--- src/common/sbc_pkg.sv ---
// Shared constants and decode helpers for the system-bus command host
package sbc_pkg;
	// ----------------------------------------------------------------
	// Widths
	// ----------------------------------------------------------------
	localparam int CMD_W = 4;
	localparam int ADDR_W = 36;
	localparam int DATA_W = 128;
	localparam int LW_W = 4;
	localparam int UNITS = 4;
	localparam int UNIT_CNT_W = 3;
	localparam int SLOTS = 2;
	// ----------------------------------------------------------------
	// Command codes
	// ----------------------------------------------------------------
	localparam logic [3:0] CMD_IDLE = 4'h0;
	localparam logic [3:0] CMD_RES_LOAD = 4'h1;
	localparam logic [3:0] CMD_PF_HINT = 4'h2;
	localparam logic [3:0] CMD_PF_HINT_MOD = 4'h3;
	localparam logic [3:0] CMD_BARRIER = 4'h4;
	localparam logic [3:0] CMD_MARK_MOD = 4'h5;
	localparam logic [3:0] CMD_WB = 4'h6;
	localparam logic [3:0] CMD_COND_WB = 4'h7;
	localparam logic [3:0] CMD_EVICT = 4'hC;
	localparam logic [3:0] CMD_SPARE = 4'hD;
	// ----------------------------------------------------------------
	// Timing
	// ----------------------------------------------------------------
	localparam int CLK_PERIOD_NS = 10;
	localparam int SYSCLK_PERIOD_NS = 40;
	localparam int SYSCLK_RATIO_I = SYSCLK_PERIOD_NS / CLK_PERIOD_NS;
	localparam logic [3:0] SYSCLK_RATIO = SYSCLK_RATIO_I[3:0];
	localparam logic [3:0] SYSCLK_HALF = SYSCLK_RATIO_I[4:1];
	localparam logic [1:0] FILL_LEAD_TICKS = 2'h2;
	// ----------------------------------------------------------------
	// Field positions in the 39:4 address
	// ----------------------------------------------------------------
	localparam int SUB_LSB = 0;
	localparam int SUB_MSB = 1;
	// ----------------------------------------------------------------
	// Decode helpers
	// ----------------------------------------------------------------
	function automatic logic is_block_req(input logic [3:0] c);
		return c[3] && (c[2:1] != 2'b10);
	endfunction : is_block_req

	function automatic logic is_write_req(input logic [3:0] c);
		return c[3:1] == 3'b101;
	endfunction : is_write_req

	function automatic logic is_data_cmd(input logic [3:0] c);
		return (c == CMD_WB) || (c == CMD_COND_WB) || (c == CMD_EVICT);
	endfunction : is_data_cmd
endpackage : sbc_pkg

--- src/design/sbc_sysclk_div.sv ---
// System clock divider with a one-cycle rising-edge enable
`timescale 1ns/1ns
module sbc_sysclk_div (
	input wire logic clock_i,
	input wire logic rst_b_i,
	output logic tick_o,
	output logic sysclk_o
);
	logic [3:0] cnt_r;
	logic sysclk_r;

	// ----------------------------------------------------------------
	// Divider
	// ----------------------------------------------------------------
	assign tick_o = (cnt_r == sbc_pkg::SYSCLK_RATIO - 4'h1);
	assign sysclk_o = sysclk_r;

	always_ff @(posedge clock_i or negedge rst_b_i) begin
		if (!rst_b_i) begin
			cnt_r <= 4'h0;
		end else if (tick_o) begin
			cnt_r <= 4'h0;
		end else begin
			cnt_r <= cnt_r + 4'h1;
		end
	end

	always_ff @(posedge clock_i or negedge rst_b_i) begin
		if (!rst_b_i) begin
			sysclk_r <= 1'b0;
		end else if (tick_o) begin
			sysclk_r <= 1'b1;
		end else if (cnt_r == sbc_pkg::SYSCLK_HALF - 4'h1) begin
			sysclk_r <= 1'b0;
		end
	end
endmodule : sbc_sysclk_div

--- src/design/sbc_fill_seq.sv ---
// Fill sequencer: fill request lead, data delivery and tag status
`timescale 1ns/1ns
module sbc_fill_seq (
	input wire logic clock_i,
	input wire logic rst_b_i,
	input wire logic tick_i,
	input wire logic start_i,
	input wire logic slot_i,
	input wire logic shared_i,
	input wire logic modify_i,
	input wire logic [127:0] fill_data_i,
	input wire logic fill_valid_i,
	output logic fill_ready_o,
	output logic fill_o,
	output logic fill_id_o,
	output logic cache_idle_request_o,
	output logic tag_shared_o,
	output logic tag_modified_o,
	output logic tag_ctl_par_o,
	output logic [127:0] data_o,
	output logic data_oe_b_o,
	output logic dack_o,
	output logic busy_o,
	output logic done_o,
	output logic done_slot_o
);
	typedef enum logic [2:0] {
		F_IDLE = 3'b001,
		F_LEAD = 3'b010,
		F_XFER = 3'b100
	} sbc_fill_e;

	sbc_fill_e state_r;
	logic [1:0] lead_r;
	logic [2:0] cnt_r;
	logic slot_r;

	assign busy_o = (state_r != F_IDLE);
	assign fill_ready_o = (state_r == F_XFER) && tick_i && !dack_o &&
		(cnt_r != 3'(sbc_pkg::UNITS));
	assign done_slot_o = slot_r;

	// ----------------------------------------------------------------
	// Sequence
	// ----------------------------------------------------------------
	always_ff @(posedge clock_i or negedge rst_b_i) begin
		if (!rst_b_i) begin
			state_r <= F_IDLE;
			lead_r <= 2'h0;
			cnt_r <= 3'h0;
			fill_o <= 1'b0;
			done_o <= 1'b0;
		end else begin
			done_o <= 1'b0;
			unique case (state_r)
				F_IDLE: begin
					if (start_i) begin
						state_r <= F_LEAD;
						lead_r <= 2'h0;
						cnt_r <= 3'h0;
					end
				end
				F_LEAD: begin
					if (tick_i && !fill_o) begin
						fill_o <= 1'b1;
					end else if (tick_i && lead_r == sbc_pkg::FILL_LEAD_TICKS) begin
						fill_o <= 1'b0;
						state_r <= F_XFER;
					end else if (tick_i) begin
						lead_r <= lead_r + 2'h1;
					end
				end
				F_XFER: begin
					if (fill_ready_o && fill_valid_i) begin
						cnt_r <= cnt_r + 3'h1;
					end else if (tick_i && !dack_o &&
						cnt_r == 3'(sbc_pkg::UNITS)) begin
						state_r <= F_IDLE;
						done_o <= 1'b1;
					end
				end
			endcase
		end
	end

	// ----------------------------------------------------------------
	// Data bus and data_ack
	// ----------------------------------------------------------------
	always_ff @(posedge clock_i or negedge rst_b_i) begin
		if (!rst_b_i) begin
			data_o <= 128'h0;
			data_oe_b_o <= 1'b1;
			dack_o <= 1'b0;
		end else if (fill_ready_o && fill_valid_i) begin
			data_o <= fill_data_i;
			data_oe_b_o <= 1'b0;
			dack_o <= 1'b1;
		end else if (tick_i) begin
			dack_o <= 1'b0;
			if (state_r != F_XFER || cnt_r == 3'(sbc_pkg::UNITS)) begin
				data_oe_b_o <= 1'b1;
			end
		end
	end

	// ----------------------------------------------------------------
	// Tag status held for the whole fill
	// ----------------------------------------------------------------
	always_ff @(posedge clock_i or negedge rst_b_i) begin
		if (!rst_b_i) begin
			slot_r <= 1'b0;
			fill_id_o <= 1'b0;
			tag_shared_o <= 1'b0;
			tag_modified_o <= 1'b0;
			tag_ctl_par_o <= 1'b0;
			cache_idle_request_o <= 1'b0;
		end else if (state_r == F_IDLE && start_i) begin
			slot_r <= slot_i;
			fill_id_o <= slot_i;
			tag_shared_o <= shared_i;
			tag_modified_o <= modify_i;
			tag_ctl_par_o <= shared_i ^ modify_i;
			cache_idle_request_o <= 1'b1;
		end else if (done_o) begin
			cache_idle_request_o <= 1'b0;
		end
	end
endmodule : sbc_fill_seq

--- src/design/sbc_host.sv ---
// System-side host for processor-initiated bus commands and fills
//
// Overview of operation
// - Owner of the command lines drives idle_command when nothing is queued.
// - Writeback: unit per data_ack, command_ack may precede the last unit; here command_ack follows the last data_ack.
// - Conditional writeback is a writeback the system may refuse.
// - System substitutes address bits 5:4 of evicted notice from block request.
// - System acknowledges immediately or at latest with final fill data_ack.
// - System asserts tag_modified during fills for block_request_for_write.
// - fill_request and fill_select lead fill data by at least two sysclk periods.
// - System raises cache_idle_request so the cache is idle for fills.
// - Device tristates at N+1; system then drives data and data_ack.
// - System holds shared, modified and parity tag bits through the fill.
`timescale 1ns/1ns
module sbc_host (
	input wire logic clock_i,
	input wire logic rst_b_i,
	input wire logic [3:0] cmd_i,
	output logic [3:0] cmd_o,
	output logic cmd_oe_b_o,
	input wire logic [35:0] addr_i,
	input wire logic victim_waiting_i,
	input wire logic [3:0] longword_valid_i,
	input wire logic [127:0] data_i,
	output logic [127:0] data_o,
	output logic data_oe_b_o,
	output logic sysclk_o,
	output logic command_ack_o,
	output logic data_ack_o,
	output logic conditional_fail_o,
	output logic fill_request_o,
	output logic fill_select_o,
	output logic cache_idle_request_o,
	output logic tag_shared_o,
	output logic tag_modified_o,
	output logic tag_ctl_par_o,
	output logic req_valid_o,
	output logic [3:0] req_cmd_o,
	output logic [35:0] req_addr_o,
	output logic req_istream_o,
	output logic [1:0] pending_o,
	output logic [127:0] wr_data_o,
	output logic wr_valid_o,
	output logic wr_last_o,
	input wire logic wr_ready_i,
	input wire logic cond_fail_i,
	input wire logic fill_start_i,
	input wire logic fill_slot_i,
	input wire logic fill_shared_i,
	output logic fill_busy_o,
	input wire logic [127:0] fill_data_i,
	input wire logic fill_valid_i,
	output logic fill_ready_o
);
	typedef enum logic [2:0] {
		C_IDLE = 3'b001,
		C_DATA = 3'b010,
		C_ACK = 3'b100
	} sbc_cmd_e;

	// ----------------------------------------------------------------
	// Declarations
	// ----------------------------------------------------------------
	sbc_cmd_e state_r;
	logic tick;
	logic [3:0] cmd_r;
	logic [2:0] unit_cnt_r;
	logic wb_dack_r;
	logic fill_dack;
	logic [1:0] pending_r;
	logic [1:0] modify_r;
	logic vb_r;
	logic [1:0] vb_bits_r;
	logic fill_done;
	logic fill_done_slot;
	logic fill_go;
	logic take_unit;
	logic [35:0] addr_fix;

	// ----------------------------------------------------------------
	// System clock
	// ----------------------------------------------------------------
	sbc_sysclk_div u_div (
		.clock_i(clock_i),
		.rst_b_i(rst_b_i),
		.tick_o(tick),
		.sysclk_o(sysclk_o)
	);

	// ----------------------------------------------------------------
	// Command lines are never taken over by this host
	// ----------------------------------------------------------------
	assign cmd_o = sbc_pkg::CMD_IDLE;
	assign cmd_oe_b_o = 1'b1;

	// ----------------------------------------------------------------
	// Command state machine
	// ----------------------------------------------------------------
	assign take_unit = (state_r == C_DATA) && tick && !wb_dack_r &&
		wr_ready_i && (unit_cnt_r != 3'(sbc_pkg::UNITS));

	always_ff @(posedge clock_i or negedge rst_b_i) begin
		if (!rst_b_i) begin
			state_r <= C_IDLE;
			cmd_r <= sbc_pkg::CMD_IDLE;
		end else if (tick) begin
			unique case (state_r)
				C_IDLE: begin
					cmd_r <= cmd_i;
					if (sbc_pkg::is_data_cmd(cmd_i)) begin
						state_r <= C_DATA;
					end else if (cmd_i != sbc_pkg::CMD_IDLE &&
						cmd_i != sbc_pkg::CMD_SPARE) begin
						state_r <= C_ACK;
					end
				end
				C_DATA: begin
					if (!wb_dack_r && unit_cnt_r == 3'(sbc_pkg::UNITS)) begin
						state_r <= C_ACK;
					end
				end
				C_ACK: begin
					state_r <= C_IDLE;
				end
			endcase
		end
	end

	// ----------------------------------------------------------------
	// Unit counter for writeback and victim data
	// ----------------------------------------------------------------
	always_ff @(posedge clock_i or negedge rst_b_i) begin
		if (!rst_b_i) begin
			unit_cnt_r <= 3'h0;
		end else if (tick && state_r == C_IDLE) begin
			unit_cnt_r <= 3'h0;
		end else if (take_unit) begin
			unit_cnt_r <= unit_cnt_r + 3'h1;
		end
	end

	// ----------------------------------------------------------------
	// data_ack for outbound data, one sysclk period per unit
	// ----------------------------------------------------------------
	always_ff @(posedge clock_i or negedge rst_b_i) begin
		if (!rst_b_i) begin
			wb_dack_r <= 1'b0;
		end else if (take_unit) begin
			wb_dack_r <= 1'b1;
		end else if (tick) begin
			wb_dack_r <= 1'b0;
		end
	end

	assign data_ack_o = wb_dack_r | fill_dack;

	// ----------------------------------------------------------------
	// Outbound data to the memory side
	// ----------------------------------------------------------------
	always_ff @(posedge clock_i or negedge rst_b_i) begin
		if (!rst_b_i) begin
			wr_data_o <= 128'h0;
			wr_valid_o <= 1'b0;
			wr_last_o <= 1'b0;
		end else begin
			wr_valid_o <= take_unit;
			if (take_unit) begin
				wr_data_o <= data_i;
				wr_last_o <= (unit_cnt_r == 3'(sbc_pkg::UNITS - 1));
			end
		end
	end

	// ----------------------------------------------------------------
	// command_ack and conditional_fail
	// ----------------------------------------------------------------
	always_ff @(posedge clock_i or negedge rst_b_i) begin
		if (!rst_b_i) begin
			command_ack_o <= 1'b0;
			conditional_fail_o <= 1'b0;
		end else if (tick) begin
			command_ack_o <= 1'b0;
			conditional_fail_o <= 1'b0;
			if (state_r == C_IDLE && cmd_i != sbc_pkg::CMD_IDLE &&
				cmd_i != sbc_pkg::CMD_SPARE &&
				!sbc_pkg::is_data_cmd(cmd_i)) begin
				command_ack_o <= 1'b1;
			end else if (state_r == C_DATA && !wb_dack_r &&
				unit_cnt_r == 3'(sbc_pkg::UNITS)) begin
				command_ack_o <= 1'b1;
				conditional_fail_o <= (cmd_r == sbc_pkg::CMD_COND_WB) &&
					cond_fail_i;
			end
		end
	end

	// ----------------------------------------------------------------
	// Victim address fix-up for victim-buffer mode
	// ----------------------------------------------------------------
	always_comb begin
		addr_fix = addr_i;
		if (cmd_i == sbc_pkg::CMD_EVICT && vb_r) begin
			addr_fix[sbc_pkg::SUB_MSB:sbc_pkg::SUB_LSB] = vb_bits_r;
		end
	end

	always_ff @(posedge clock_i or negedge rst_b_i) begin
		if (!rst_b_i) begin
			vb_r <= 1'b0;
			vb_bits_r <= 2'h0;
		end else if (tick && state_r == C_IDLE) begin
			if (sbc_pkg::is_block_req(cmd_i)) begin
				vb_r <= victim_waiting_i;
				vb_bits_r <= addr_i[sbc_pkg::SUB_MSB:sbc_pkg::SUB_LSB];
			end else if (cmd_i == sbc_pkg::CMD_EVICT) begin
				vb_r <= 1'b0;
			end
		end
	end

	// ----------------------------------------------------------------
	// Request report to the memory side
	// ----------------------------------------------------------------
	always_ff @(posedge clock_i or negedge rst_b_i) begin
		if (!rst_b_i) begin
			req_valid_o <= 1'b0;
			req_cmd_o <= sbc_pkg::CMD_IDLE;
			req_addr_o <= 36'h0;
			req_istream_o <= 1'b0;
		end else begin
			req_valid_o <= 1'b0;
			if (tick && state_r == C_IDLE &&
				cmd_i != sbc_pkg::CMD_IDLE &&
				cmd_i != sbc_pkg::CMD_SPARE) begin
				req_valid_o <= 1'b1;
				req_cmd_o <= cmd_i;
				req_addr_o <= addr_fix;
				req_istream_o <= (longword_valid_i == 4'h0);
			end
		end
	end

	// ----------------------------------------------------------------
	// Outstanding block requests, one per slot
	// ----------------------------------------------------------------
	always_ff @(posedge clock_i or negedge rst_b_i) begin
		if (!rst_b_i) begin
			pending_r <= 2'h0;
			modify_r <= 2'h0;
		end else begin
			for (int i = 0; i < sbc_pkg::SLOTS; i++) begin
				if (tick && state_r == C_IDLE &&
					sbc_pkg::is_block_req(cmd_i) && cmd_i[0] == i[0]) begin
					pending_r[i] <= 1'b1;
					modify_r[i] <= sbc_pkg::is_write_req(cmd_i);
				end else if (fill_done && fill_done_slot == i[0]) begin
					pending_r[i] <= 1'b0;
				end
			end
		end
	end

	assign pending_o = pending_r;

	// ----------------------------------------------------------------
	// Fill launch
	// ----------------------------------------------------------------
	assign fill_go = fill_start_i && !fill_busy_o && pending_r[fill_slot_i];

	sbc_fill_seq u_fill (
		.clock_i(clock_i),
		.rst_b_i(rst_b_i),
		.tick_i(tick),
		.start_i(fill_go),
		.slot_i(fill_slot_i),
		.shared_i(fill_shared_i),
		.modify_i(modify_r[fill_slot_i]),
		.fill_data_i(fill_data_i),
		.fill_valid_i(fill_valid_i),
		.fill_ready_o(fill_ready_o),
		.fill_o(fill_request_o),
		.fill_id_o(fill_select_o),
		.cache_idle_request_o(cache_idle_request_o),
		.tag_shared_o(tag_shared_o),
		.tag_modified_o(tag_modified_o),
		.tag_ctl_par_o(tag_ctl_par_o),
		.data_o(data_o),
		.data_oe_b_o(data_oe_b_o),
		.dack_o(fill_dack),
		.busy_o(fill_busy_o),
		.done_o(fill_done),
		.done_slot_o(fill_done_slot)
	);
endmodule : sbc_host

--- config.mk ---
export PLATFORM = sky130hd
export DESIGN_NAME = sbc_host
export DESIGN_NICKNAME = d
export VERILOG_FILES = /design/src/common/sbc_pkg.sv /design/src/design/sbc_sysclk_div.sv /design/src/design/sbc_fill_seq.sv /design/src/design/sbc_host.sv
export SDC_FILE = /design/constraint.sdc
export NUM_CORES = 1
export LEC_CHECK = 0
export ABC_AREA = 1
export BUFFER_PORTS_ARGS = -buffer_cell sky130_fd_sc_hd__buf_2
export CAP_MARGIN = 0
export CELL_PAD_IN_SITES_DETAIL_PLACEMENT = 0
export CELL_PAD_IN_SITES_GLOBAL_PLACEMENT = 2
export CORE_AREA = 4 4 241 243
export CTS_CLUSTER_SIZE = 10
export DETAILED_ROUTE_END_ITERATION = 7
export DIE_AREA = 0 0 245 247
export GPL_TIMING_DRIVEN = 0
export PLACE_DENSITY_LB_ADDON = 0.1
export SETUP_SLACK_MARGIN = 0.3
export SLEW_MARGIN = 20
export SYNTH_ARGS = -nofsm -noshare
export SYNTH_HDL_FRONTEND = slang
export SYNTH_HIERARCHICAL = 1
export SYNTH_SLANG_ARGS = --single-unit
--- constraint.sdc ---
create_clock -name clock_i -period 3.65 [get_ports clock_i]
set_clock_uncertainty 0.05 [all_clocks]
set_input_delay 0.1825 -clock clock_i [delete_from_list [all_inputs] [get_ports clock_i]]
set_output_delay 0.1825 -clock clock_i [all_outputs]
set_load 0.01 [all_outputs]
# --- Word level (Yosys, flattened, before mapping) ---
# Index checks and enable logic that the tools add are counted.
totals:
  register_bits: 342
  latchBits: 0
  ram_bits: 0
  mem_bits_ro: 0
  inputBits: 309
  output_inout_bits: 320
  mem_count: 0
op_classes:
  add_sub_neg: 4
  multipliers: 0
  n_div: 0
  order_cmp: 1
  n_eq_ne: 33
  n_shift: 0
  muxes: 52
  bitwise_logic: 4
  reduce_logical: 64
op_table:
  columns: ["op", "n"]
  rows:
  - ["$mux 3", 12]
  - ["$logic_and 1x1->1", 33]
  - ["$mux 1", 30]
  - ["$reduce_bool 2->1", 12]
  - ["$pmux 3 s3", 2]
  - ["$eq 3x3->1 const B", 5]
  - ["$ne 2x2->1 const B", 7]
  - ["$eq 4x3->1 const B", 3]
  - ["$ne 3x3->1 const B", 4]
  - ["$mux 2", 5]
  - ["$reduce_and 2->1", 5]
  - ["$reduce_and 5->1", 2]
  - ["$eq 3x2->1 const B", 3]
  - ["$add 3x1->3 const B", 2]
  - ["$eq 3x1->1 const B", 2]
  - ["$ne 2x1->1 const B", 3]
  - ["$pmux 3 s2", 1]
  - ["$reduce_and 3->1", 2]
  - ["$logic_not 1->1", 5]
  - ["$add 4x1->4 const B", 1]
  - ["$eq 4x1->1 const B", 1]
  - ["$eq 4x2->1 const B", 1]
  - ["$eq 4x4->1 const B", 1]
  - ["$logic_not 4->1", 1]
  - ["other kinds (12)", 15]

# --- Logic depth before layout (Yosys ltp) ---
logic_depth:
  depth_word: 7
  mapped_depth: 11
  ltp_nobuf: 10

# --- By module ---
# Netlist, hierarchy kept.
by_module_without_submodules:
  columns: ["module", "n_inst", "cells_each", "area_per_inst_um2", "seq_area_each_um2"]
  rows:
  - ["sbc_host", 1, 872, 7573.5, 4805.9]
  - ["sbc_fill_seq", 1, 652, 6508.7, 3631.0]
  - ["sbc_sysclk_div", 1, 28, 242.7, 125.1]

# --- Least setup slack after synthesis ---
# No wires, ideal clock.
synth_timing:
  path_type: "register to register"
  from: "register u_div.cnt_r[0]"
  to: "register u_fill.cnt_r[0]"
  setup_time_ps: 117
  arrival_time_ps: 1588
  t_required_ps: 3483
  slack_ps: 1896
  stages_incl_launch_ff: 11
  n_path_buf: 2
  path_cell_list: "dfrtp_1 ha_1 nand3_2 inv_2 inv_1 nor2_2 nand3_4 buf_6 buf_6 nand3_1 nand2_1"
synth_via:
  elab_chain_cells: 7
synth_rtl:
  columns: ["element", "line", "rtl"]
  rows:
  - ["start: declaration", "sbc_sysclk_div.sv:9", "logic [3:0] cnt_r;"]
  - ["start signal: assignment", "sbc_sysclk_div.sv:24", "cnt_r <= cnt_r + 4'h1;"]
  - ["$eq 4x2->1", "sbc_sysclk_div.sv:15", "assign tick_o = (cnt_r == sbc_pkg::SYSCLK_RATIO - 4'h1);"]
  - ["net tick", "sbc_host.sv:65", "logic tick;"]
  - ["$logic_and 1x1->1 (3 in series)", "sbc_fill_seq.sv:39", "assign fill_ready_o = (state_r == F_XFER) && tick_i && !dack_o &&"]
  - ["$logic_and 1x1->1", "sbc_fill_seq.sv:74", "if (fill_ready_o && fill_valid_i) begin"]
  - ["$ne 2x2->1 (no source line)", null, null]
  - ["$reduce_and 3->1 (no source line)", null, null]
  - ["end signal: assignment", "sbc_fill_seq.sv:75", "cnt_r <= cnt_r + 3'h1;"]
  - ["end: declaration", "sbc_fill_seq.sv:35", "logic [2:0] cnt_r;"]
# The timed path passes the listed nets, and every way through them passes these cells.
# A chain may end at the register's enable or synchronous reset.

# --- Final worst setup path ---
layout_timing:
  from: "register u_div.cnt_r[0]"
  to: "output fill_ready_o"
layout_via:
  elab_chain_cells: 4
layout_rtl:
  columns: ["element", "line", "rtl"]
  rows:
  - ["$eq 4x2->1", "sbc_sysclk_div.sv:15", null]
  - ["net tick", "sbc_host.sv:65", null]
  - ["$logic_and 1x1->1 (3 in series)", "sbc_fill_seq.sv:39", null]
  - ["end: declaration", "sbc_host.sv:53", "output logic fill_ready_o"]
# The timed path passes the listed nets, and every way through them passes these cells.

==> results.json <==
{
  "outcome": "complete, no violations",
  "wl_um": 56500,
  "cts_resized": 0,
  "cp_top_family": "buffers and inverters",
  "netlist.area_leader.share": 0.592,
  "hold_viol_final": 0,
  "clock_path_buffers": 3,
  "place.detailed.hpwl_um": 42800,
  "first_iter_violations": 535,
  "endpoint": "fill_ready_o",
  "die_y_um": 247,
  "yosysSeqAreaShare": 0.598,
  "die-area_mm2": 0.0605,
  "powerDensity_mw_per_mm2": 625,
  "async_flop_share": 1.00,
  "max_slew_margin": 0.622,
  "tightest_slew_ps": 564,
  "worst_ep_required_time_ps": 3420,
  "synth_ff_type": "dfrtp_1",
  "grt_usage": 0.181,
  "initial_utilization": 0.256,
  "row_count": 87,
  "timing.rr.start": "u_div/cnt_r[0]",
  "dp_cells": 2938,
  "max_freq_mhz": 397,
  "post_drt_via_cell_ratio": 4.02,
  "wl_per_cell_um": 17.0,
  "finalSetupViolCount": 0,
  "leakage_nw": 13.0,
  "grt_max_degree": 89,
  "syn-cell-area_mm2": 0.0143,
  "max_stage_delay_ps": 430,
  "drc": 0,
  "yosys-top-cells-count": "nand2_1 (730), dfrtp_1 (339), inv_1 (168)",
  "pin_count": 629,
  "use_met1": 0.222,
  "coreArea_mm2": 0.0560,
  "reg2regPathDepth": 9,
  "cts_tree": "built",
  "numCtsBuffers": 44,
  "path_clk_slew_ps": 50,
  "slew_violations": 0,
  "io_buffers": 623,
  "area_growth_pct": 60.0,
  "synth.largest_area_cell": "dfrtp_1",
  "netlist_top_cells_area": "dfrtp_1 (59%), nand2_1 (19%), o21ai_2 (7.8%)",
  "cts.sinks": 342,
  "avgSynthCellArea_um2": 9.23,
  "gr-max-usage-layer": "met2",
  "drive_above_1_share": 0.353,
  "antenna_found_initial": 6,
  "cp_cell_sequence": "ha_1, nand3_2, inv_2, inv_1, nor4_1, buf_2",
  "yosysMostFrequentCell": "nand2_1",
  "hp-class": "input port to register",
  "grt_setup_unrepaired": "no",
  "fin_crit_sh": 0.691,
  "worst_r2r_endpoint": "wb_dack_r",
  "synth_edf_count": 0,
  "first_pass_iters": 5,
  "path_buf_inv": 3,
  "reg2reg_slack_ps": 1430,
  "via_count": 13343,
  "ys_ff_latch": 342,
  "grt_pass1_wl_um": 85200,
  "fin_crit_ps": 2520,
  "max_cap_violations": 0,
  "grt-ovfl-total": 0,
  "ys_types": 35,
  "instances_no_fill": 3323,
  "crit_path_max_fanout": 10,
  "dieWidth_um": 245,
  "startpoint": "u_div/cnt_r[0]",
  "syn_inst": 1552,
  "crit_slowest_cell": "dfrtp_1",
  "h-tree-depth": 2,
  "met3_usage": 0.0602,
  "antenna_left": 0,
  "insertion_delay_ps": 560,
  "peakVddDrop_uv": 298,
  "worstPathArrival_ps": 2290,
  "nNetsFinal": 2850,
  "ys_warn_count": 6,
  "crit_path_end_kind": "primary output",
  "crit_type": "register to primary output",
  "cts_root_buffer": "clkbuf_16",
  "cp_num_cells": 6,
  "use_met2": 0.305,
  "gp_congestion": 0.791,
  "worst_setup_path_start_kind": "register",
  "fin_total_pwr_mw": 14.3,
  "grt_pass1_vias": 14069
}
## final cells by class
type,count,area [um^2]
Antenna cell,4,10.0
Buffer,71,589
Tap cell,756,946
Fill cell,5968,33000
Inverter,177,667
Timing Repair Buffer,932,6290
Clock inverter,9,55.1
Clock buffer,67,1280
Multi-Input combinational cell,965,4520
Sequential cell,342,8560
## how the worst min path moves through the flow
stage                 startpoint                 to  cells past startpoint
floorplan                rst_b_i           cmd_r[0]                      0
global placement      data_i[87]      wr_data_o[87]                      3
detailed placement       rst_b_i  u_fill/data_o[50]                      1
CTS                 fill_valid_i    u_fill/cnt_r[1]                      5
global route        fill_valid_i    u_fill/cnt_r[1]                      5
finish              fill_valid_i    u_fill/cnt_r[1]                      5
## power by group
part | switching [mW] | total (mW) | internal, mW
registers | 0.698 | 5.80 | 5.10
clock network | 1.68 | 4.09 | 2.40
logic | 2.50 | 4.43 | 1.92
total | 4.89 | 14.3 | 9.43
## state kept, by name, summed over array words and instances, names as in the netlist, 2 cells and up
register and count:
state_r 3, u_fill/cnt_r 3, modify_r 2, u_fill/lead_r 2, wr_data_o 128, vb_bits_r 2, cmd_r 4, req_addr_o 36
unit_cnt_r 3, req_cmd_o 4, u_fill/data_o 128, u_div/cnt_r 4, u_fill/state_r 3, pending_o 2
## kinds of logic after synthesis
family	after synthesis	share of synthesized area
flops	342	0.598
compound gates	152	0.0875
simple gates	796	0.217
other cells	2	0.000524
xor+xnor	2	0.00122
fa+ha+maj	8	0.00699
mux	2	0.00148
buf+inv	248	0.0877
## what timing repair did
item,in CTS,in global routing
hold buffers,305,0
setup buffers,0,0
endpoints found under the hold margin,481,0
## layout by cell type, fill, tap and decap left out, drive strengths merged, types with 2 or more instances in the layout
master and count:
nand2 733, buf 692, dfrtp 339, dlygate4sd3 305
inv 179, o21ai 144, clkbuf 73, nor2 28
nand3 22, nand4 8, ha 8, clkinv 6
conb 5, diode 4, a21oi 3, o21bai 3
dfstp 3, xnor2 2
## worst reg2reg max path, cell delays in order (launching register included)
cell and delay [ps]:
dfrtp_1 430, ha_1 260, nand3_2 110, inv_2 110
nand3_1 110, nor2_1 50, nand2_2 180, buf_2 320
buf_2 330, o21ai_0 130
## per-stage QoR
stage | TNS, ps | util | area, um^2 | hold slack, ps | setup slack (ps)
2_1_floorplan | 0 | - | 14300 | -163 | 1900
3_3_place_gp | -1759400 | 0.329 | 18400 | 327 | -5220
3_5_place_dp | 0 | 0.331 | 18500 | -67.9 | 1340
4_1_cts | 0 | 0.409 | 22900 | 66.2 | 1050
5_1_grt | 0 | 0.410 | 22900 | 105 | 917
6_report | 0 | 0.410 | 22900 | 108 | 1130
## layer usage
layer,vias to the layer above,part of all wire,wire [um]
met3,76,0.077,4380
met4,4,0.026,1460
li1,6654,-,-
met2,389,0.48,27200
met5,-,0.00048,27
met1,6220,0.42,23500
Note: power is estimated with default switching activity, not from simulation.
